==> config.mk <==
export PLATFORM = sky130hd
export DESIGN_NAME = obcl_loader
export DESIGN_NICKNAME = d
export VERILOG_FILES = /design/src/rtl/obcl_pkg.sv /design/src/rtl/obcl_apply.sv /design/src/rtl/obcl_loader.sv
export SDC_FILE = /design/constraint.sdc
export NUM_CORES = 1
export LEC_CHECK = 0
export CORE_MARGIN = 3
export CORE_UTILIZATION = 60
export DETAILED_ROUTE_END_ITERATION = 10
export DONT_BUFFER_PORTS = 1
export PLACE_DENSITY = 0.73
export SLEW_MARGIN = 5
export SYNTH_ARGS = -nofsm -noshare
export SYNTH_HDL_FRONTEND = slang
export SYNTH_HIERARCHICAL = 1
export SYNTH_SLANG_ARGS = --single-unit
==> constraint.sdc <==
create_clock -name CLK -period 2.1 [get_ports CLK]
set_input_delay 0.315 -clock CLK [delete_from_list [all_inputs] [get_ports CLK]]
set_output_delay 0.315 -clock CLK [all_outputs]
set_load 0.1 [all_outputs]
==> src/rtl/obcl_pkg.sv <==
/*
  Shared constants for the option byte configuration loader: flash
  locations, option field positions, erased defaults, APB register map
  and loader states.
  Assumes a byte-wide flash read port and a 32-bit APB register bus.
*/
package obcl_pkg;

   // -------------------------------------------------------------------
   // flash locations
   // -------------------------------------------------------------------
   localparam logic [15:0] OPT_BYTE_ADDR  = 16'h0000;
   localparam logic [15:0] OPT_SPARE_ADDR = 16'h0001;

   // -------------------------------------------------------------------
   // option byte fields
   // -------------------------------------------------------------------
   localparam int OPT_WDOG_ACT_BIT  = 7;
   localparam int OPT_WDOG_AON_BIT  = 6;
   localparam int OPT_OSC_HI_BIT    = 5;
   localparam int OPT_OSC_LO_BIT    = 4;
   localparam int OPT_BO_AON_BIT    = 3;
   localparam int OPT_READ_OPEN_BIT = 2;
   localparam int OPT_RSVD_BIT      = 1;
   localparam int OPT_WR_OPEN_BIT   = 0;
   localparam logic [7:0] OPT_ERASED = 8'hFF;

   typedef enum logic [1:0] {
      OBCL_OSC_RC   = 2'h0,
      OBCL_OSC_LOW  = 2'h1,
      OBCL_OSC_MED  = 2'h2,
      OBCL_OSC_HIGH = 2'h3
   } obcl_osc_t;

   // -------------------------------------------------------------------
   // apb register map
   // -------------------------------------------------------------------
   localparam logic [11:0] REG_STATUS    = 12'h000;
   localparam logic [11:0] REG_WDOG_CMD  = 12'h004;
   localparam logic [11:0] REG_LOAD_INFO = 12'h008;

   localparam int STAT_DONE_BIT    = 0;
   localparam int STAT_WDOG_BIT    = 1;
   localparam int STAT_LOADING_BIT = 2;
   localparam int CMD_WDOG_START   = 0;
   localparam logic [7:0] RELOAD_CNT_RST = 8'h00;

   // -------------------------------------------------------------------
   // loader states
   // -------------------------------------------------------------------
   typedef enum logic [3:0] {
      OBCL_FETCH = 4'h1,
      OBCL_WAIT  = 4'h2,
      OBCL_APPLY = 4'h4,
      OBCL_RUN   = 4'h8
   } obcl_state_t;

endpackage

==> src/rtl/obcl_apply.sv <==
/*
  Decodes the hidden option copy into registered configuration outputs.
  Assumes load is a one-cycle pulse from the loader on the same clock.
*/
`timescale 1ns/1ps
module obcl_apply
   import obcl_pkg::*;
(
   input  wire logic       clk,
   input  wire logic       rst,
   input  wire logic       load,
   input  wire logic [7:0] opt_byte,
   input  wire logic       stop_mode,
   output logic            wdog_timeout_action,
   output logic            wdog_always_on,
   output obcl_osc_t       osc_drive_select,
   output logic            brownout_en,
   output logic            code_read_en,
   output logic            debug_full_cmds,
   output logic            user_prog_en
);

   typedef struct packed {
      logic [7:0] opt;
      logic       bo_en;
   } obcl_apply_st_t;

   obcl_apply_st_t s_r;
   obcl_apply_st_t s_nxt;

   // -------------------------------------------------------------------
   // next state
   // -------------------------------------------------------------------
   always_comb begin
      s_nxt = s_r;
      if (load) begin
         s_nxt.opt = opt_byte;
      end
      // brownout drops out only in stop mode and only when allowed
      s_nxt.bo_en = s_nxt.opt[OPT_BO_AON_BIT] | ~stop_mode;
   end

   always_ff @(posedge clk) begin
      if (rst) begin
         s_r <= '{opt: OPT_ERASED, bo_en: 1'b1};
      end else begin
         s_r <= s_nxt;
      end
   end

   // -------------------------------------------------------------------
   // outputs
   // -------------------------------------------------------------------
   assign wdog_timeout_action = s_r.opt[OPT_WDOG_ACT_BIT];
   assign wdog_always_on      = ~s_r.opt[OPT_WDOG_AON_BIT];
   assign osc_drive_select    = obcl_osc_t'(s_r.opt[OPT_OSC_HI_BIT:OPT_OSC_LO_BIT]);
   assign brownout_en         = s_r.bo_en;
   assign code_read_en        = s_r.opt[OPT_READ_OPEN_BIT];
   assign debug_full_cmds     = s_r.opt[OPT_READ_OPEN_BIT];
   assign user_prog_en        = s_r.opt[OPT_WR_OPEN_BIT];

endmodule // obcl_apply

==> src/rtl/obcl_loader.sv <==
/*
  Option byte configuration loader: on every reset it reads the option
  byte from flash, holds the core in reset until the hidden copy is
  applied, then distributes the settings and runs the watchdog policy.
  Assumes a same-clock byte flash read port answering with a valid
  strobe, an asynchronous reset pin, and an APB master on CLK.
*/
// Implementation choices: the register offsets and register access over APB.
`timescale 1ns/1ps
module obcl_loader
   import obcl_pkg::*;
#(
   parameter int FLASH_AW = 16,
   parameter int PADDR_W  = 12
)
(
   input  wire logic                CLK,
   input  wire logic                RST,
   input  wire logic                PIN_RST_N,
   input  wire logic                STOP_RECOVERY,
   input  wire logic                STOP_MODE,
   input  wire logic                WDOG_TIMEOUT,
   output logic                     FLASH_RD_REQ,
   output logic [FLASH_AW-1:0]      FLASH_RD_ADDR,
   input  wire logic [7:0]          FLASH_RD_DATA,
   input  wire logic                FLASH_RD_VALID,
   output logic                     CORE_RST_HOLD,
   output logic                     LOAD_DONE,
   output logic                     WDOG_RUNNING,
   output logic                     WDOG_IRQ,
   output logic                     WDOG_RST_REQ,
   output obcl_osc_t                OSC_DRIVE_SEL,
   output logic                     BROWNOUT_EN,
   output logic                     CODE_READ_EN,
   output logic                     DEBUG_FULL_CMDS,
   output logic                     USER_PROG_EN,
   input  wire logic                PSEL,
   input  wire logic                PENABLE,
   input  wire logic                PWRITE,
   input  wire logic [PADDR_W-1:0]  PADDR,
   input  wire logic [31:0]         PWDATA,
   output logic [31:0]              PRDATA,
   output logic                     PREADY,
   output logic                     PSLVERR
);

   // -------------------------------------------------------------------
   // elaboration checks
   // -------------------------------------------------------------------
   if (FLASH_AW < 1 || FLASH_AW > 16) begin : g_bad_flash_aw
      $error("FLASH_AW must be 1 to 16");
   end
   if (PADDR_W < 4 || PADDR_W > 12) begin : g_bad_paddr_w
      $error("PADDR_W must be 4 to 12");
   end

   // -------------------------------------------------------------------
   // register decode
   // -------------------------------------------------------------------
   // only loader state is mapped; the option copy has no address at all
   function automatic logic [1:0] reg_sel(input logic [PADDR_W-1:0] addr);
      logic [11:0] a;
      a = 12'(addr);
      if (a == REG_STATUS) begin
         reg_sel = 2'h1;
      end else if (a == REG_WDOG_CMD) begin
         reg_sel = 2'h2;
      end else if (a == REG_LOAD_INFO) begin
         reg_sel = 2'h3;
      end else begin
         reg_sel = 2'h0;
      end
   endfunction

   // -------------------------------------------------------------------
   // state
   // -------------------------------------------------------------------
   typedef struct packed {
      obcl_state_t st;
      logic        pin_ff1;
      logic        pin_ff2;
      logic        rd_req;
      logic [7:0]  opt;
      logic        load_pls;
      logic        done_pls;
      logic        wdog_run;
      logic        wdog_irq;
      logic        wdog_rst;
      logic [7:0]  reload_cnt;
      logic [7:0]  last_opt_seen;
      logic        rsvd_bad;
      logic [31:0] prdata;
      logic        slverr;
   } obcl_st_t;

   localparam obcl_st_t ST_RST = '{
      st:            OBCL_FETCH,
      pin_ff1:       1'b1,
      pin_ff2:       1'b1,
      rd_req:        1'b0,
      opt:           OPT_ERASED,
      load_pls:      1'b0,
      done_pls:      1'b0,
      wdog_run:      1'b0,
      wdog_irq:      1'b0,
      wdog_rst:      1'b0,
      reload_cnt:    RELOAD_CNT_RST,
      last_opt_seen: OPT_ERASED,
      rsvd_bad:      1'b0,
      prdata:        32'h0000_0000,
      slverr:        1'b0
   };

   obcl_st_t s_r;
   obcl_st_t s_nxt;

   logic      act_is_reset;
   logic      wdog_aon;
   logic      pin_rst;
   logic      restart;
   logic      apb_setup;
   logic      apb_write;
   logic [1:0] sel;

   // -------------------------------------------------------------------
   // option decode
   // -------------------------------------------------------------------
   obcl_apply u_apply (
      .clk                 (CLK),
      .rst                 (RST),
      .load                (s_r.load_pls),
      .opt_byte            (s_r.opt),
      .stop_mode           (STOP_MODE),
      .wdog_timeout_action (act_is_reset),
      .wdog_always_on      (wdog_aon),
      .osc_drive_select    (OSC_DRIVE_SEL),
      .brownout_en         (BROWNOUT_EN),
      .code_read_en        (CODE_READ_EN),
      .debug_full_cmds     (DEBUG_FULL_CMDS),
      .user_prog_en        (USER_PROG_EN)
   );

   // -------------------------------------------------------------------
   // restart sources
   // -------------------------------------------------------------------
   // pin level only after two flops; held low keeps the loader restarting
   assign pin_rst = ~s_r.pin_ff2;
   // a watchdog reset loops back through the same load sequence
   assign restart = pin_rst | STOP_RECOVERY | s_r.wdog_rst;

   assign apb_setup = PSEL & ~PENABLE;
   assign apb_write = PSEL & PENABLE & PWRITE;
   assign sel       = reg_sel(PADDR);

   // -------------------------------------------------------------------
   // next state
   // -------------------------------------------------------------------
   always_comb begin
      s_nxt          = s_r;
      s_nxt.pin_ff1  = PIN_RST_N;
      s_nxt.pin_ff2  = s_r.pin_ff1;
      s_nxt.load_pls = 1'b0;
      s_nxt.done_pls = 1'b0;
      s_nxt.wdog_irq = 1'b0;
      s_nxt.wdog_rst = 1'b0;

      // ---------------- load sequence ----------------
      case (s_r.st)
         OBCL_FETCH: begin
            // the flash port is read-only; no write path exists here
            s_nxt.rd_req = 1'b1;
            s_nxt.st     = OBCL_WAIT;
         end
         OBCL_WAIT: begin
            if (FLASH_RD_VALID && s_r.rd_req) begin
               s_nxt.rd_req        = 1'b0;
               s_nxt.opt           = FLASH_RD_DATA;
               s_nxt.last_opt_seen = FLASH_RD_DATA;
               s_nxt.rsvd_bad      = ~FLASH_RD_DATA[OPT_RSVD_BIT];
               s_nxt.load_pls      = 1'b1;
               s_nxt.st            = OBCL_APPLY;
            end
         end
         OBCL_APPLY: begin
            // decoder registers the copy this edge; release comes on the same edge
            s_nxt.done_pls   = 1'b1;
            s_nxt.reload_cnt = s_r.reload_cnt + 8'h01;
            s_nxt.wdog_run   = ~s_r.opt[OPT_WDOG_AON_BIT];
            s_nxt.st         = OBCL_RUN;
         end
         OBCL_RUN: begin
            // nothing rereads flash while running, so a reprogrammed
            // option byte waits for the next reset
            s_nxt.st = OBCL_RUN;
         end
         default: begin
            s_nxt.st = OBCL_FETCH;
         end
      endcase

      // ---------------- watchdog policy ----------------
      if (s_r.st == OBCL_RUN) begin
         if (apb_write && sel == 2'h2 && PWDATA[CMD_WDOG_START]) begin
            s_nxt.wdog_run = 1'b1;
         end
         // no disable path exists: only a restart stops it
         if (wdog_aon) begin
            s_nxt.wdog_run = 1'b1;
         end
         if (WDOG_TIMEOUT && s_r.wdog_run) begin
            if (act_is_reset) begin
               s_nxt.wdog_rst = 1'b1;
            end else begin
               s_nxt.wdog_irq = 1'b1;
            end
         end
      end

      // ---------------- any reset type restarts the load ----------------
      if (restart) begin
         s_nxt.st       = OBCL_FETCH;
         s_nxt.rd_req   = 1'b0;
         s_nxt.wdog_run = 1'b0;
         s_nxt.load_pls = 1'b0;
         s_nxt.done_pls = 1'b0;
         s_nxt.wdog_irq = 1'b0;
      end

      // ---------------- apb slave ----------------
      // read data and error are latched in setup so the access phase
      // answers at once with flop-driven data
      if (apb_setup) begin
         s_nxt.prdata = 32'h0000_0000;
         s_nxt.slverr = 1'b0;
         if (sel == 2'h1) begin
            s_nxt.prdata[STAT_DONE_BIT]    = (s_r.st == OBCL_RUN);
            s_nxt.prdata[STAT_WDOG_BIT]    = s_r.wdog_run;
            s_nxt.prdata[STAT_LOADING_BIT] = (s_r.st != OBCL_RUN);
            s_nxt.prdata[3]                = s_r.rsvd_bad;
         end else if (sel == 2'h2) begin
            // command register is write-only and reads as zero
            s_nxt.prdata = 32'h0000_0000;
         end else if (sel == 2'h3) begin
            s_nxt.prdata[7:0] = s_r.reload_cnt;
         end else begin
            s_nxt.slverr = 1'b1;
         end
      end
   end

   // -------------------------------------------------------------------
   // registers
   // -------------------------------------------------------------------
   always_ff @(posedge CLK) begin
      if (RST) begin
         s_r <= ST_RST;
      end else begin
         s_r <= s_nxt;
      end
   end

   // -------------------------------------------------------------------
   // outputs
   // -------------------------------------------------------------------
   assign FLASH_RD_REQ  = s_r.rd_req;
   assign FLASH_RD_ADDR = FLASH_AW'(OPT_BYTE_ADDR);
   // core stays held from reset through the apply cycle
   assign CORE_RST_HOLD = (s_r.st != OBCL_RUN);
   assign LOAD_DONE     = s_r.done_pls;
   assign WDOG_RUNNING  = s_r.wdog_run;
   assign WDOG_IRQ      = s_r.wdog_irq;
   assign WDOG_RST_REQ  = s_r.wdog_rst;
   assign PRDATA        = s_r.prdata;
   assign PREADY        = 1'b1;
   assign PSLVERR       = PSEL & PENABLE & s_r.slverr;

endmodule // obcl_loader

======== Word level (Yosys, flattened, before mapping) ========
Index checks and enable logic that the tools add are counted.
storage, ports and cells
  bits in registers ....................... 71
  bits in latches ......................... 0
  RAM bits ................................ 0
  memory bits (read-only) ................. 0
  input bits .............................. 62
  memories kept ........................... 0
operators by class
  add/sub/neg operators ................... 1
  multipliers ............................. 0
  div/mod/pow operators ................... 0
  magnitude comparators ................... 0
  eq/ne operators ......................... 11
  shifts and indexed selects .............. 0
  muxes and demuxes ....................... 22
  bitwise gates (word level) .............. 15
  reductions and logical operators ........ 13
operator list
  operator                                                                count
  4-bit 2-to-1 mux                                                        4
  8-bit 2-to-1 mux                                                        2
  12-bit by 3-bit equality test with 1-bit output, second input constant  1
  12-bit by 4-bit equality test with 1-bit output, second input constant  1
  12-bit zero test                                                        1
  4-bit case mux with 3 select lines                                      1
  10-bit 2-to-1 mux                                                       1
  2-bit 2-to-1 mux                                                        5
  8-bit by 1-bit adder with 8-bit output, second input constant           1
  1-bit inverter                                                          8
  1-bit 2-to-1 mux                                                        7
  3-bit OR reduction                                                      2
  1-bit bitwise AND                                                       4
  2-bit equality test, second input constant                              2
  4-bit by 1-bit equality test with 1-bit output, second input constant   1
  4-bit by 2-bit equality test with 1-bit output, second input constant   1
  4-bit by 3-bit equality test with 1-bit output, second input constant   1
  4-bit equality test, second input constant                              1
  1-bit logical AND                                                       4
  4-bit != test, second input constant                                    1
  2-bit AND reduction                                                     2
  2-bit OR reduction                                                      2
  4-bit OR reduction                                                      1
  3-bit 2-to-1 mux                                                        1
  other kinds (5)                                                         7

======== Depth between registers and ports, before layout ========
Gate-level depths: netlist (run 1).
  depth after elaboration ................. 10
  depth in mapped cells ................... 6

======== By module ========
The synthesis (run 1) kept the hierarchy.
modules (own cells, without submodules)
  module       instances  cells each  area an instance (µm²)  sequential area each (µm²)
  obcl_loader  1          215         1875.5                  760.7
  obcl_apply   1          29          300.3                   160.2

======== Worst setup path after synthesis (run 1) ========
OpenSTA, ideal clock, no wires.
  path kind ............................... reg2reg
  start point ............................. register s_r (netlist bit FLASH_RD_REQ)
  end point ............................... register s_r[33] (netlist bit)
  setup time .............................. 0.115 ns
  arrival ................................. 1.760 ns
  data required time ...................... 1.985 ns
  slack ................................... 0.226 ns
  stages on the path, launching flop included .. 5
  path buffers ............................ 1
  clock period less this slack ............ 1.874 ns
  cells stage by stage .................... dfxtp_1 -> and4_1 -> clkbuf_1 -> a21oi_1 -> o21a_1
between the ends
  word-level cells in the longest chain between the ends .. 2
RTL lines
  item                                  RTL line            source
  start, declared                       obcl_loader.sv:114  obcl_st_t s_r;
  start signal, assigned                obcl_loader.sv:258  s_r <= s_nxt;
  1-bit logical AND                     obcl_loader.sv:175  if (FLASH_RD_VALID && s_r.rd_req) begin
  2-bit AND reduction (no source line)  n/a
Every way passes these cells.
A chain may end at the register's enable or synchronous reset.

======== Worst setup path after layout (run 1) ========
  start point ............................. register s_r[67] (netlist bit)
  end point ............................... output port CORE_RST_HOLD
between the ends
  word-level cells in the longest chain between the ends .. 1
RTL lines
  item           RTL line            source
  4-bit != test  obcl_loader.sv:268  assign CORE_RST_HOLD = (s_r.st != OBCL_RUN);
  end, declared  obcl_loader.sv:27   output logic CORE_RST_HOLD,
Every way passes these cells.

==> key figures, run 1 <==
Clock tree
  – Clk slew on worst S/H paths: 120 ps
  – Later-pin clock latency in the skew report: 350 ps
  – CTS resizes: 0
  – CTS buffer count: 5
  – CTS tree: yes
  – Sink Count: 45
  – Clock Path Buffers: 2
  – Clock root buffer: clkbuf_4
  – Max H-tree Level: 2
  – Postcts setup bufs: 0

Setup path
  – CP Max Fanout: 7
  – Required @ worst endpoint: 1780 ps
  – CP arrival: 1530 ps
  – Setup crit end kind: output pin
  – Element type at the critical path start: flop
  – Crit Path Category: reg -> out

Timing
  – Max Fclk: 541 MHz
  – Worst hold margin: 28.6 ps
  – Final hold vios: 0
  – Worst Tran Pin Value: 554 ps
  – Worst Clk Skew: 13.8 ps
  – Final period util: 88.0%
  – Rel. slew slack: 63.0%
  – Setup_tns: 0 ps
  – Finish-stage setup viols: 0
  – Slew Limit Fails: 0
  – RSZ-0062 raised after global routing: false
  – Min Tclk post-route: 1850 ps

Global routing
  – GRT Residual Overflow: 0
  – First-pass GRT wire length: 5800 um
  – GRT Total Usage: 17.8%
  – Initial antenna violation count: 0
  – Largest net degree at the start of global routing: 25
  – Vias in the first global route: 1309

Floorplan
  – Die width: 65.8 um
  – Initial Util: 63.4%
  – Num ports: 124
  – FP Rows: 21
  – Die height: 65.8 um
  – Die area: 4330 um^2
  – Core box area: 3390 um^2

Pwr
  – Logic pwr share: 19.9%
  – Power per cell area: 849 nW/um^2
  – Net Switching: 631 uW
  – Clock power share: 33.9%
  – LEAKAGE: 0.956 nW
  – Power Internal: 1.25 mW
  – Peak VDD IR: 533 uV
  – Flop pwr share: 46.3%
  – Switching part of the total: 33.5%
  – Power, Total: 1.88 mW

Cells and area
  – Area grow syn2layout: 3.09%
  – Filler cell count: 309
  – Cell area after layout: 2210 um^2
  – # diodes: 0
  – # nets final: 315
  – Layout cells sized above 1: 13.8%
  – Layout Cells excl Fill: 299

Yosys
  – Netlist Area Pre-Place: 2150 um^2
  – Synth Area per Inst: 8.91 um^2
  – Yosys warning count: 6
  – Syn Inst Count: 241

Flow run
  – Number of max-cap violations: 0

Detailed routing
  – WL final: 3800 um
  – Initial DRC Count: 66
  – Vias/cell: 4.98
  – DRC viols: 0
  – Initial DRT Pass Iterations: 4
  – Post-route antenna net violation count: 0
  – Via count: 1489
  – Drt wl/cell: 12.7 um

Place
  – Routability Congestion: 0.786
  – Placed cell area: 2090 um^2
  – Placed cells: 289
  – DP HPWL: 2870 um
  – Buffers on Ports: 0

Run status
  – Run status: completed

Min path
  – Min-Delay Path Class: in -> reg
-- layout make-up --
cell class | count | area (um^2) | share of cell area (%)
clock buffers | 5 | 37.5 | 1.69
clock inverters | 3 | 65.1 | 2.94
inverters | 5 | 18.8 | 0.847
multi-input cells | 171 | 948 | 42.8
flip-flops and latches | 45 | 902 | 40.7
well taps | 46 | 57.6 | 2.60
repair buffers | 24 | 185 | 8.36
-- final timing paths --
check             depth (start not counted)       endpoint      start  slack (ps)
hold / removal                            1        s_r[46]        RST          30
setup / recovery                          4  CORE_RST_HOLD    s_r[67]         250
setup reg to reg                          4   WDOG_RUNNING    s_r[67]         550
hold reg to reg                           1        s_r[64]  s_nxt[64]         420
-- power groups by stage --
stage	combinational (mW)	sequential [mW]	clock [mW]
after floorplan	0.417	0.894	0
final	0.374	0.870	0.637
after global routing	0.384	0.872	0.689
after global placement	0.365	0.889	0
after CTS	0.367	0.870	0.646
after detailed placement	0.367	0.889	0
-- sequential cells by signal, summed over array words and instances, names as in the netlist --
register / cells
u_apply/brownout_en: 1
WDOG_RST_REQ: 1
WDOG_IRQ: 1
u_apply/wdog_timeout_action: 1
FLASH_RD_REQ: 1
s_r: 23
u_apply/code_read_en: 1
LOAD_DONE: 1
WDOG_RUNNING: 1
u_apply/user_prog_en: 1
u_apply/osc_drive_select: 2
u_apply/s_r: 2
PRDATA: 8
s_nxt: 1
-- per-layer routing --
layer  track usage, %  routed length [um]  vias to the layer above
met5                0                   0                        -
met4             5.44                  50                        0
met3             8.16                 438                        8
met2             29.4                1730                       82
met1             20.5                1580                      663
li1                 -                   -                      736
-- what timing repair did --
item	in CTS	in global routing
hold buffers	0	2
endpoints found under the hold margin	0	10
endpoints found under the setup margin	0	0
-- stage by stage --
stage,util (%),worst slack [ps]
after floorplan,-,251
after global placement,61.7,451
after detailed placement,61.7,447
after CTS,64.7,231
after global routing,65.3,140
final,65.3,252
-- cells in the final DEF, fill, tap and decap left out, types with 2 or more instances in the layout --
cell	instances
o21ai_0	7
bufinv_16	2
a21oi_1	5
nand2_1	31
or2_2	2
conb_1	41
nand3_1	7
buf_4	22
a22o_1	4
and4_1	2
xor2_1	7
nor2_1	18
nand3b_1	7
nor2b_1	4
nand4_1	4
mux2i_1	9
clkbuf_4	5
inv_1	5
nor4_1	3
and3_1	2
dfxtp_1	44
a211oi_1	2
dlygate4sd3_1	2
-- worst max-delay path, cell delays in order (launching register included) --
cell,delay (ps)
dfxtp_1,410
nor4b_4,320
buf_4,180
inv_1,40
buf_4,220
Note: power is estimated with default switching activity, not from simulation.
==> inputs of run 2 (changes only) <==
SYNTH_HIERARCHICAL = unset   (was 1)
==> run 2 against run 1 <==
Sequential cell count stayed put. Critical path type unchanged. Utilization is 1.3 points lower. Largest power group unchanged. Setup slack worse by 44 ps.
==> key figures, run 2 <==
Cells and area
  – # diodes: 0 (unchanged)
  – Most frequent cells in the layout: dfxtp_1 (44), conb_1 (41), buf_4 (21), nor2_1 (19), nor2b_1 (18)
  – Largest register FFs: 23 (unchanged)
  – Most common cell after layout, fill and taps aside: dfxtp_1
  – FF+latch area: 902 um^2 (unchanged)
  – Top reg by flops: s_r
  – Area grow syn2layout: 0.579%
  – Post-route core utilization: 64.1% (-1.3 points)
  – Layout cells sized above 1: 14.8% (+0.92 points)
  – Filler cell count: 307 (-0.65%)
  – # nets final: 307 (-2.5%)
  – Multi-input gate area: 955 um^2 (+0.66%)

Floorplan
  – Initial Util: 63.7% (+0.33 points)
  – Core box area: 3390 um^2 (unchanged)
  – Die width: 66.0 um (+0.24%)
  – Num ports: 124 (unchanged)
  – Die height: 66.0 um (+0.24%)
  – FP Rows: 21 (unchanged)
  – Die area: 4360 um^2 (+0.49%)

Setup path
  – Required @ worst endpoint: 1780 ps (about the same)
  – Crit Path Category: reg -> out
  – R2R cell count: 4 (unchanged)
  – CP Cell Sequence: or4b_1 > buf_4
  – CP Max Fanout: 8 (+1)
  – Slowest cell delay on critical path: 560 ps (+150 ps)
  – Delay-heaviest family, CP: simple AND/OR/NAND/NOR gates
  – Critical-path top delay cell: or4b_1
  – FF-to-FF setup slack: 370 ps (-180 ps)
  – Setup crit end kind: output pin
  – CP arrival: 1580 ps (+50 ps)
  – Element type at the critical path start: flop
  – Crit path buf inv count: 1 (-2)
  – Number of cells on the critical path: 2 (-2)

Pwr
  – Power per cell area: 767 nW/um^2 (-9.7%)
  – LEAKAGE: 0.889 nW (-7.0%)
  – Peak VDD IR: 411 uV (-23%)
  – Power, Total: 1.67 mW (-11%)

Place
  – Buffers on Ports: 0 (unchanged)
  – DP HPWL: 2580 um (-10%)
  – Routability Congestion: 0.814 (+3.6%)
  – Pre-CTS WS: 377 ps (-69.9 ps)

Yosys
  – Xor/xnor share of the synthesized area: 3.24%
  – Netlist Area Pre-Place: 2160 um^2 (+0.52%)
  – Top cells by count, synth: buf_4 (52), dfxtp_1 (45), nor2_1 (19)
  – Largest family of logic cells by synthesized area: buffers and inverters
  – Netlist cell types: 38
  – Part of the Yosys area used for sequential elements: 41.7%
  – Yosys top cell by area: dfxtp_1
  – Synth Area in Adders: 0.579%
  – Synth Area in Compound Gates: 11.7%
  – FFs w/ async S/R, synth: 0%
  – Mux share of post-synthesis cell area: 0.927%
  – Synth Area per Inst: 9.11 um^2 (+2.2%)
  – Count leader, synth: buf_4
  – Syn Inst Count: 237 (-1.7%)
  – Most used DFF post-synth: dfxtp_1
  – Simple-gate share of the synthesized area: 20.6%
  – Area contributors post-synth: dfxtp_1 (42%), buf_4 (18%), a211o_1 (5.7%)
  – Yosys warning count: 0 (-6)
  – Top cell type's share of synthesized area: 41.7%
  – Post-synth EDFFs: 0
  – Yosys reg bits: 45

Detailed routing
  – Initial DRT Pass Iterations: 4 (unchanged)
  – Metal-1 WL: 1500 um (-5.1%)
  – WL final: 3570 um (-5.9%)
  – Initial DRC Count: 51 (-23%)
  – Post-route antenna net violation count: 0 (unchanged)
  – DRC viols: 0 (unchanged)
  – Vias/cell: 4.94 (-0.77%)
  – Met2 Wirelength: 1640 um (-5.2%)
  – Highest metal used: met4
  – Drt wl/cell: 12.3 um (-3.0%)
  – WL met3: 376 um (-14%)
  – Via count: 1433 (-3.8%)

Timing
  – Final period util: 90.1% (+2.1 points)
  – Setup_tns: 0 ps (unchanged)
  – Worst hold margin: 36.2 ps (+7.64 ps)
  – Worst Clk Skew: 8.32 ps (-5.46 ps)
  – Min Tclk post-route: 1890 ps (+43.7 ps)
  – Worst Tran Pin Value: 562 ps (+8.16 ps)
  – RSZ-0062 raised after global routing: false
  – Final hold vios: 0 (unchanged)
  – Post-route setup slack: 208 ps (-43.7 ps)
  – Finish-stage setup viols: 0 (unchanged)
  – Rel. slew slack: 62.5% (-0.54 points)
  – Slew Limit Fails: 0 (unchanged)
  – Max Fclk: 529 MHz (-2.3%)

Min path
  – Min-Delay Path Depth: 1 (unchanged)
  – Min-Delay Path Class: in -> reg

Clock tree
  – Postcts setup bufs: 0 (unchanged)
  – CTS resizes: 0 (unchanged)
  – Later-pin clock latency in the skew report: 360 ps (about the same)
  – CTS buffer count: 5 (unchanged)
  – Clock Path Buffers: 2 (unchanged)
  – Clk slew on worst S/H paths: 120 ps (about the same)
  – Sink Count: 45 (unchanged)
  – Clock root buffer: clkbuf_4
  – Max H-tree Level: 2 (unchanged)
  – CTS tree: yes

Global routing
  – GRT Residual Overflow: 0 (unchanged)
  – Largest net degree at the start of global routing: 31 (+24%)
  – Initial antenna violation count: 0 (unchanged)
  – Vias in the first global route: 1280 (-2.2%)
  – First-pass GRT wire length: 5520 um (-4.9%)
  – GRT Total Usage: 16.9% (-0.92 points)

Flow run
  – Number of max-cap violations: 0 (unchanged)

Run status
  – Run status: completed
-- run 2: what timing repair did --
item | 4_1_cts | 5_1_grt
setup endpoints to repair | 0 | 0
endpoints found under the hold margin | 0 | 11
hold buffers | 0 | 1
-- run 2: power by group --
group | leakage, nW | internal [mW] | total, mW | switching [mW]
sequential | 0.364 | 0.861 | 0.868 | 0.00716
clock | 0.0303 | 0.157 | 0.427 | 0.270
combinational | 0.495 | 0.0186 | 0.371 | 0.352
-- run 2: path summary, 6_finish.rpt --
| path | startpoint | to |
|---|---|---|
| worst max register to register | s_r[67] | s_r[57] |
| worst max-delay path | s_r[66] | CORE_RST_HOLD |
| worst min-delay path | FLASH_RD_DATA[1] | s_r[33] |
| worst min register to register | s_nxt[64] | s_r[64] |
-- run 2: area by class of cell --
type	count	share of cell area (%)
Clock inverter	1	0.346
Multi-Input combinational cell	166	44.0
Tap cell	46	2.65
Clock buffer	6	2.36
Sequential cell	45	41.5
Inverter	3	0.518
Timing Repair Buffer	23	8.64
-- run 2: logic make-up (layout without fill, tap and decap cells) --
kind of cell             after synthesis  count (layout)
other                                  2              41
flip-flops                            45              45
buffers and inverters                 65              33
AO/OA/AOI/OAI                         35              35
XOR/XNOR                               8               8
multiplexers                           2               2
AND/OR/NAND/NOR                       79              79
adder cells (fa/ha/maj)                1               1
-- run 2: stage by stage --
stage	area, um^2	instances
after global placement	2100	282
after CTS	2160	289
final	2170	290
after floorplan	2310	276
after detailed placement	2100	282
after global routing	2170	290
-- run 2: per-layer routing --
| metal | vias up | track usage, % |
|---|---|---|
| met1 | 640 | 18.5 |
| met2 | 63 | 28.9 |
| met5 | - | 0 |
| met3 | 6 | 6.97 |
| met4 | 0 | 6.85 |
| li1 | 724 | - |
==> inputs of run 3 (changes only) <==
CORE_ASPECT_RATIO = 0.6   (was unset)
PLACE_DENSITY = 0.86   (was 0.73)
==> run 3 against run 2 <==
Fmax rose by 1.5%. Largest cell class unchanged. Utilization rose by 2.3 points. Highest routed layer unchanged. Sequential power about the same.
==> key figures, run 3 (synthesis results as in run 2) <==
Run status
  – Run status: completed

Cells and area
  – # diodes: 0 (unchanged)
  – Most frequent cells in the layout: dfxtp_1 (44), conb_1 (41), buf_4 (21), nor2_1 (19), nor2b_1 (18)
  – Top reg by flops: s_r
  – Largest register FFs: 23 (unchanged)
  – Post-route core utilization: 66.4% (+2.3 points)
  – Cell area after layout: 2220 um^2 (+2.1%)
  – Layout cells sized above 1: 14.8% (unchanged)
  – Area grow syn2layout: 2.72%
  – # nets final: 306 (-0.33%)
  – Layout Cells excl Fill: 289 (-0.34%)
  – Most common cell after layout, fill and taps aside: dfxtp_1

Setup path
  – CP Max Fanout: 9 (+1)
  – R2r startpoint: s_r[67]
  – CP arrival: 1550 ps (-30 ps)
  – Crit Path Category: reg -> out
  – Required @ worst endpoint: 1780 ps (about the same)
  – Setup crit end kind: output pin
  – R2R cell count: 4 (unchanged)
  – FF-to-FF setup slack: 310 ps (-60 ps)
  – Element type at the critical path start: flop
  – RR Endpoint: s_r[61]

Detailed routing
  – Drt wl/cell: 13.9 um (+12%)
  – Post-route antenna net violation count: 0 (unchanged)
  – DRC viols: 0 (unchanged)
  – WL final: 4000 um (+12%)
  – Initial DRT Pass Iterations: 4 (unchanged)
  – Initial DRC Count: 76 (+49%)
  – Vias/cell: 5.13 (+3.8%)
  – Via count: 1482 (+3.4%)

Flow run
  – Number of max-cap violations: 0 (unchanged)

Clock tree
  – Sink Count: 45 (unchanged)
  – Hold Buf Count CTS: 0 (unchanged)
  – Clk slew on worst S/H paths: 80 ps (-40 ps)
  – Max H-tree Level: 2 (unchanged)
  – CTS tree: yes
  – Postcts setup bufs: 0 (unchanged)
  – CTS resizes: 0 (unchanged)
  – Clock Path Buffers: 2 (unchanged)
  – CTS buffer count: 5 (unchanged)
  – Later-pin clock latency in the skew report: 290 ps (-70 ps)
  – Clock root buffer: clkbuf_8

Global routing
  – Vias in the first global route: 1318 (+3.0%)
  – Met2 Use GR: 27.7% (-1.3 points)
  – GRT Residual Overflow: 0 (unchanged)
  – GRT Total Usage: 18.6% (+1.7 points)
  – Largest net degree at the start of global routing: 31 (unchanged)
  – GR Util met3: 8.79% (+1.8 points)
  – First-pass GRT wire length: 6330 um (+15%)
  – GRT met1 Usage: 24.1% (+5.7 points)
  – Busiest layer in global routing: met2
  – Initial antenna violation count: 0 (unchanged)

Timing
  – Min Tclk post-route: 1860 ps (-28.2 ps)
  – Finish-stage setup viols: 0 (unchanged)
  – Rel. slew slack: 60.4% (-2.1 points)
  – Worst Clk Skew: 9.51 ps (+1.20 ps)
  – Final period util: 88.7% (-1.3 points)
  – Final hold vios: 0 (unchanged)
  – Setup_tns: 0 ps (unchanged)
  – Worst Tran Pin Value: 594 ps (+31.7 ps)
  – Slew Limit Fails: 0 (unchanged)
  – RSZ-0062 raised after global routing: false
  – Max Fclk: 537 MHz (+1.5%)

Pwr
  – Power per cell area: 854 nW/um^2 (+11%)
  – Power Internal: 1.27 mW (+22%)
  – Power, Total: 1.89 mW (+14%)
  – LEAKAGE: 0.913 nW (+2.7%)
  – Net Switching: 630 uW (+0.17%)
  – Clock power share: 34.9% (+9.3 points)
  – Peak VDD IR: 411 uV (+0.14%)
  – Flop pwr share: 45.8% (-6.3 points)
  – Logic pwr share: 19.4% (-2.9 points)
  – Switching part of the total: 33.2% (-4.5 points)

Place
  – Buffers on Ports: 0 (unchanged)
  – Placed cell area: 2100 um^2 (about the same)
  – DP HPWL: 2930 um (+14%)
  – Placed cells: 281 (-0.35%)
  – Routability Congestion: 0.898 (+10%)

Floorplan
  – Initial Util: 64.6% (+0.88 points)
  – Die area: 4380 um^2 (+0.53%)
  – FP Rows: 16 (-24%)
  – Die width: 83.5 um (+26%)
  – Core box area: 3340 um^2 (-1.4%)
  – Die height: 52.5 um (-20%)
  – Num ports: 124 (unchanged)

Min path
  – Min-Delay Path Depth: 1 (unchanged)
  – Hold path startpoint: RST
  – Worst Hold End: s_r[33]
  – Min-Delay Path Class: in -> reg
run 3: cell count changes in the layout (fill, tap and decap cells not counted):
cell / before / now
bufinv_16: 0 / 1
clkbuf_1: 0 / 1
clkbuf_4: 5 / 0
clkbuf_8: 1 / 6
clkinvlp_4: 1 / 0
dlygate4sd3_1: 1 / 0
run 3: routing by layer:
| metal | part of all wire [%] | vias to the layer above |
|---|---|---|
| li1 | - | 731 |
| met1 | 45 | 667 |
| met2 | 42 | 80 |
| met3 | 12 | 4 |
| met4 | 1.0 | 0 |
| met5 | 0 | - |
run 3: worst max-delay path, cell delays in order (launching register included):
cell and delay (ps):
dfxtp_1 390, or4b_1 580, buf_4 280
run 3: worst max-delay path by stage:
stage / startpoint / end / slack [ps]
after floorplan: s_r[67] / WDOG_RUNNING / 10
after global placement: s_r[67] / s_r[57] / 370
after detailed placement: s_r[67] / s_r[55] / 340
after CTS: s_r[67] / CORE_RST_HOLD / 240
after global routing: s_r[67] / s_r[57] / 150
final: s_r[67] / CORE_RST_HOLD / 240
run 3: area by class of cell:
type                    count  area [um^2]
clock buffers               7         86.3
clock inverters             1         30.0
fillers                   279         1120
inverters                   3         11.3
multi-input cells         166          955
flip-flops and latches     45          902
well taps                  45         56.3
repair buffers             22          178
run 3: through the flow:
| stage | hold slack, ps | setup slack [ps] |
|---|---|---|
| 2_1_floorplan | 389 | 11.9 |
| 4_1_cts | 74.6 | 236 |
| 3_5_place_dp | 391 | 343 |
| 6_report | 86.0 | 237 |
| 5_1_grt | 62.3 | 150 |
| 3_3_place_gp | 390 | 372 |
run 3: power by group through the flow:
stage / clock network (mW) / logic [mW] / registers [mW]
2_1_floorplan: 0 / 0.420 / 0.894
3_3_place_gp: 0 / 0.364 / 0.887
3_5_place_dp: 0 / 0.365 / 0.887
4_1_cts: 0.674 / 0.365 / 0.867
5_1_grt: 0.714 / 0.376 / 0.869
6_report: 0.661 / 0.367 / 0.867
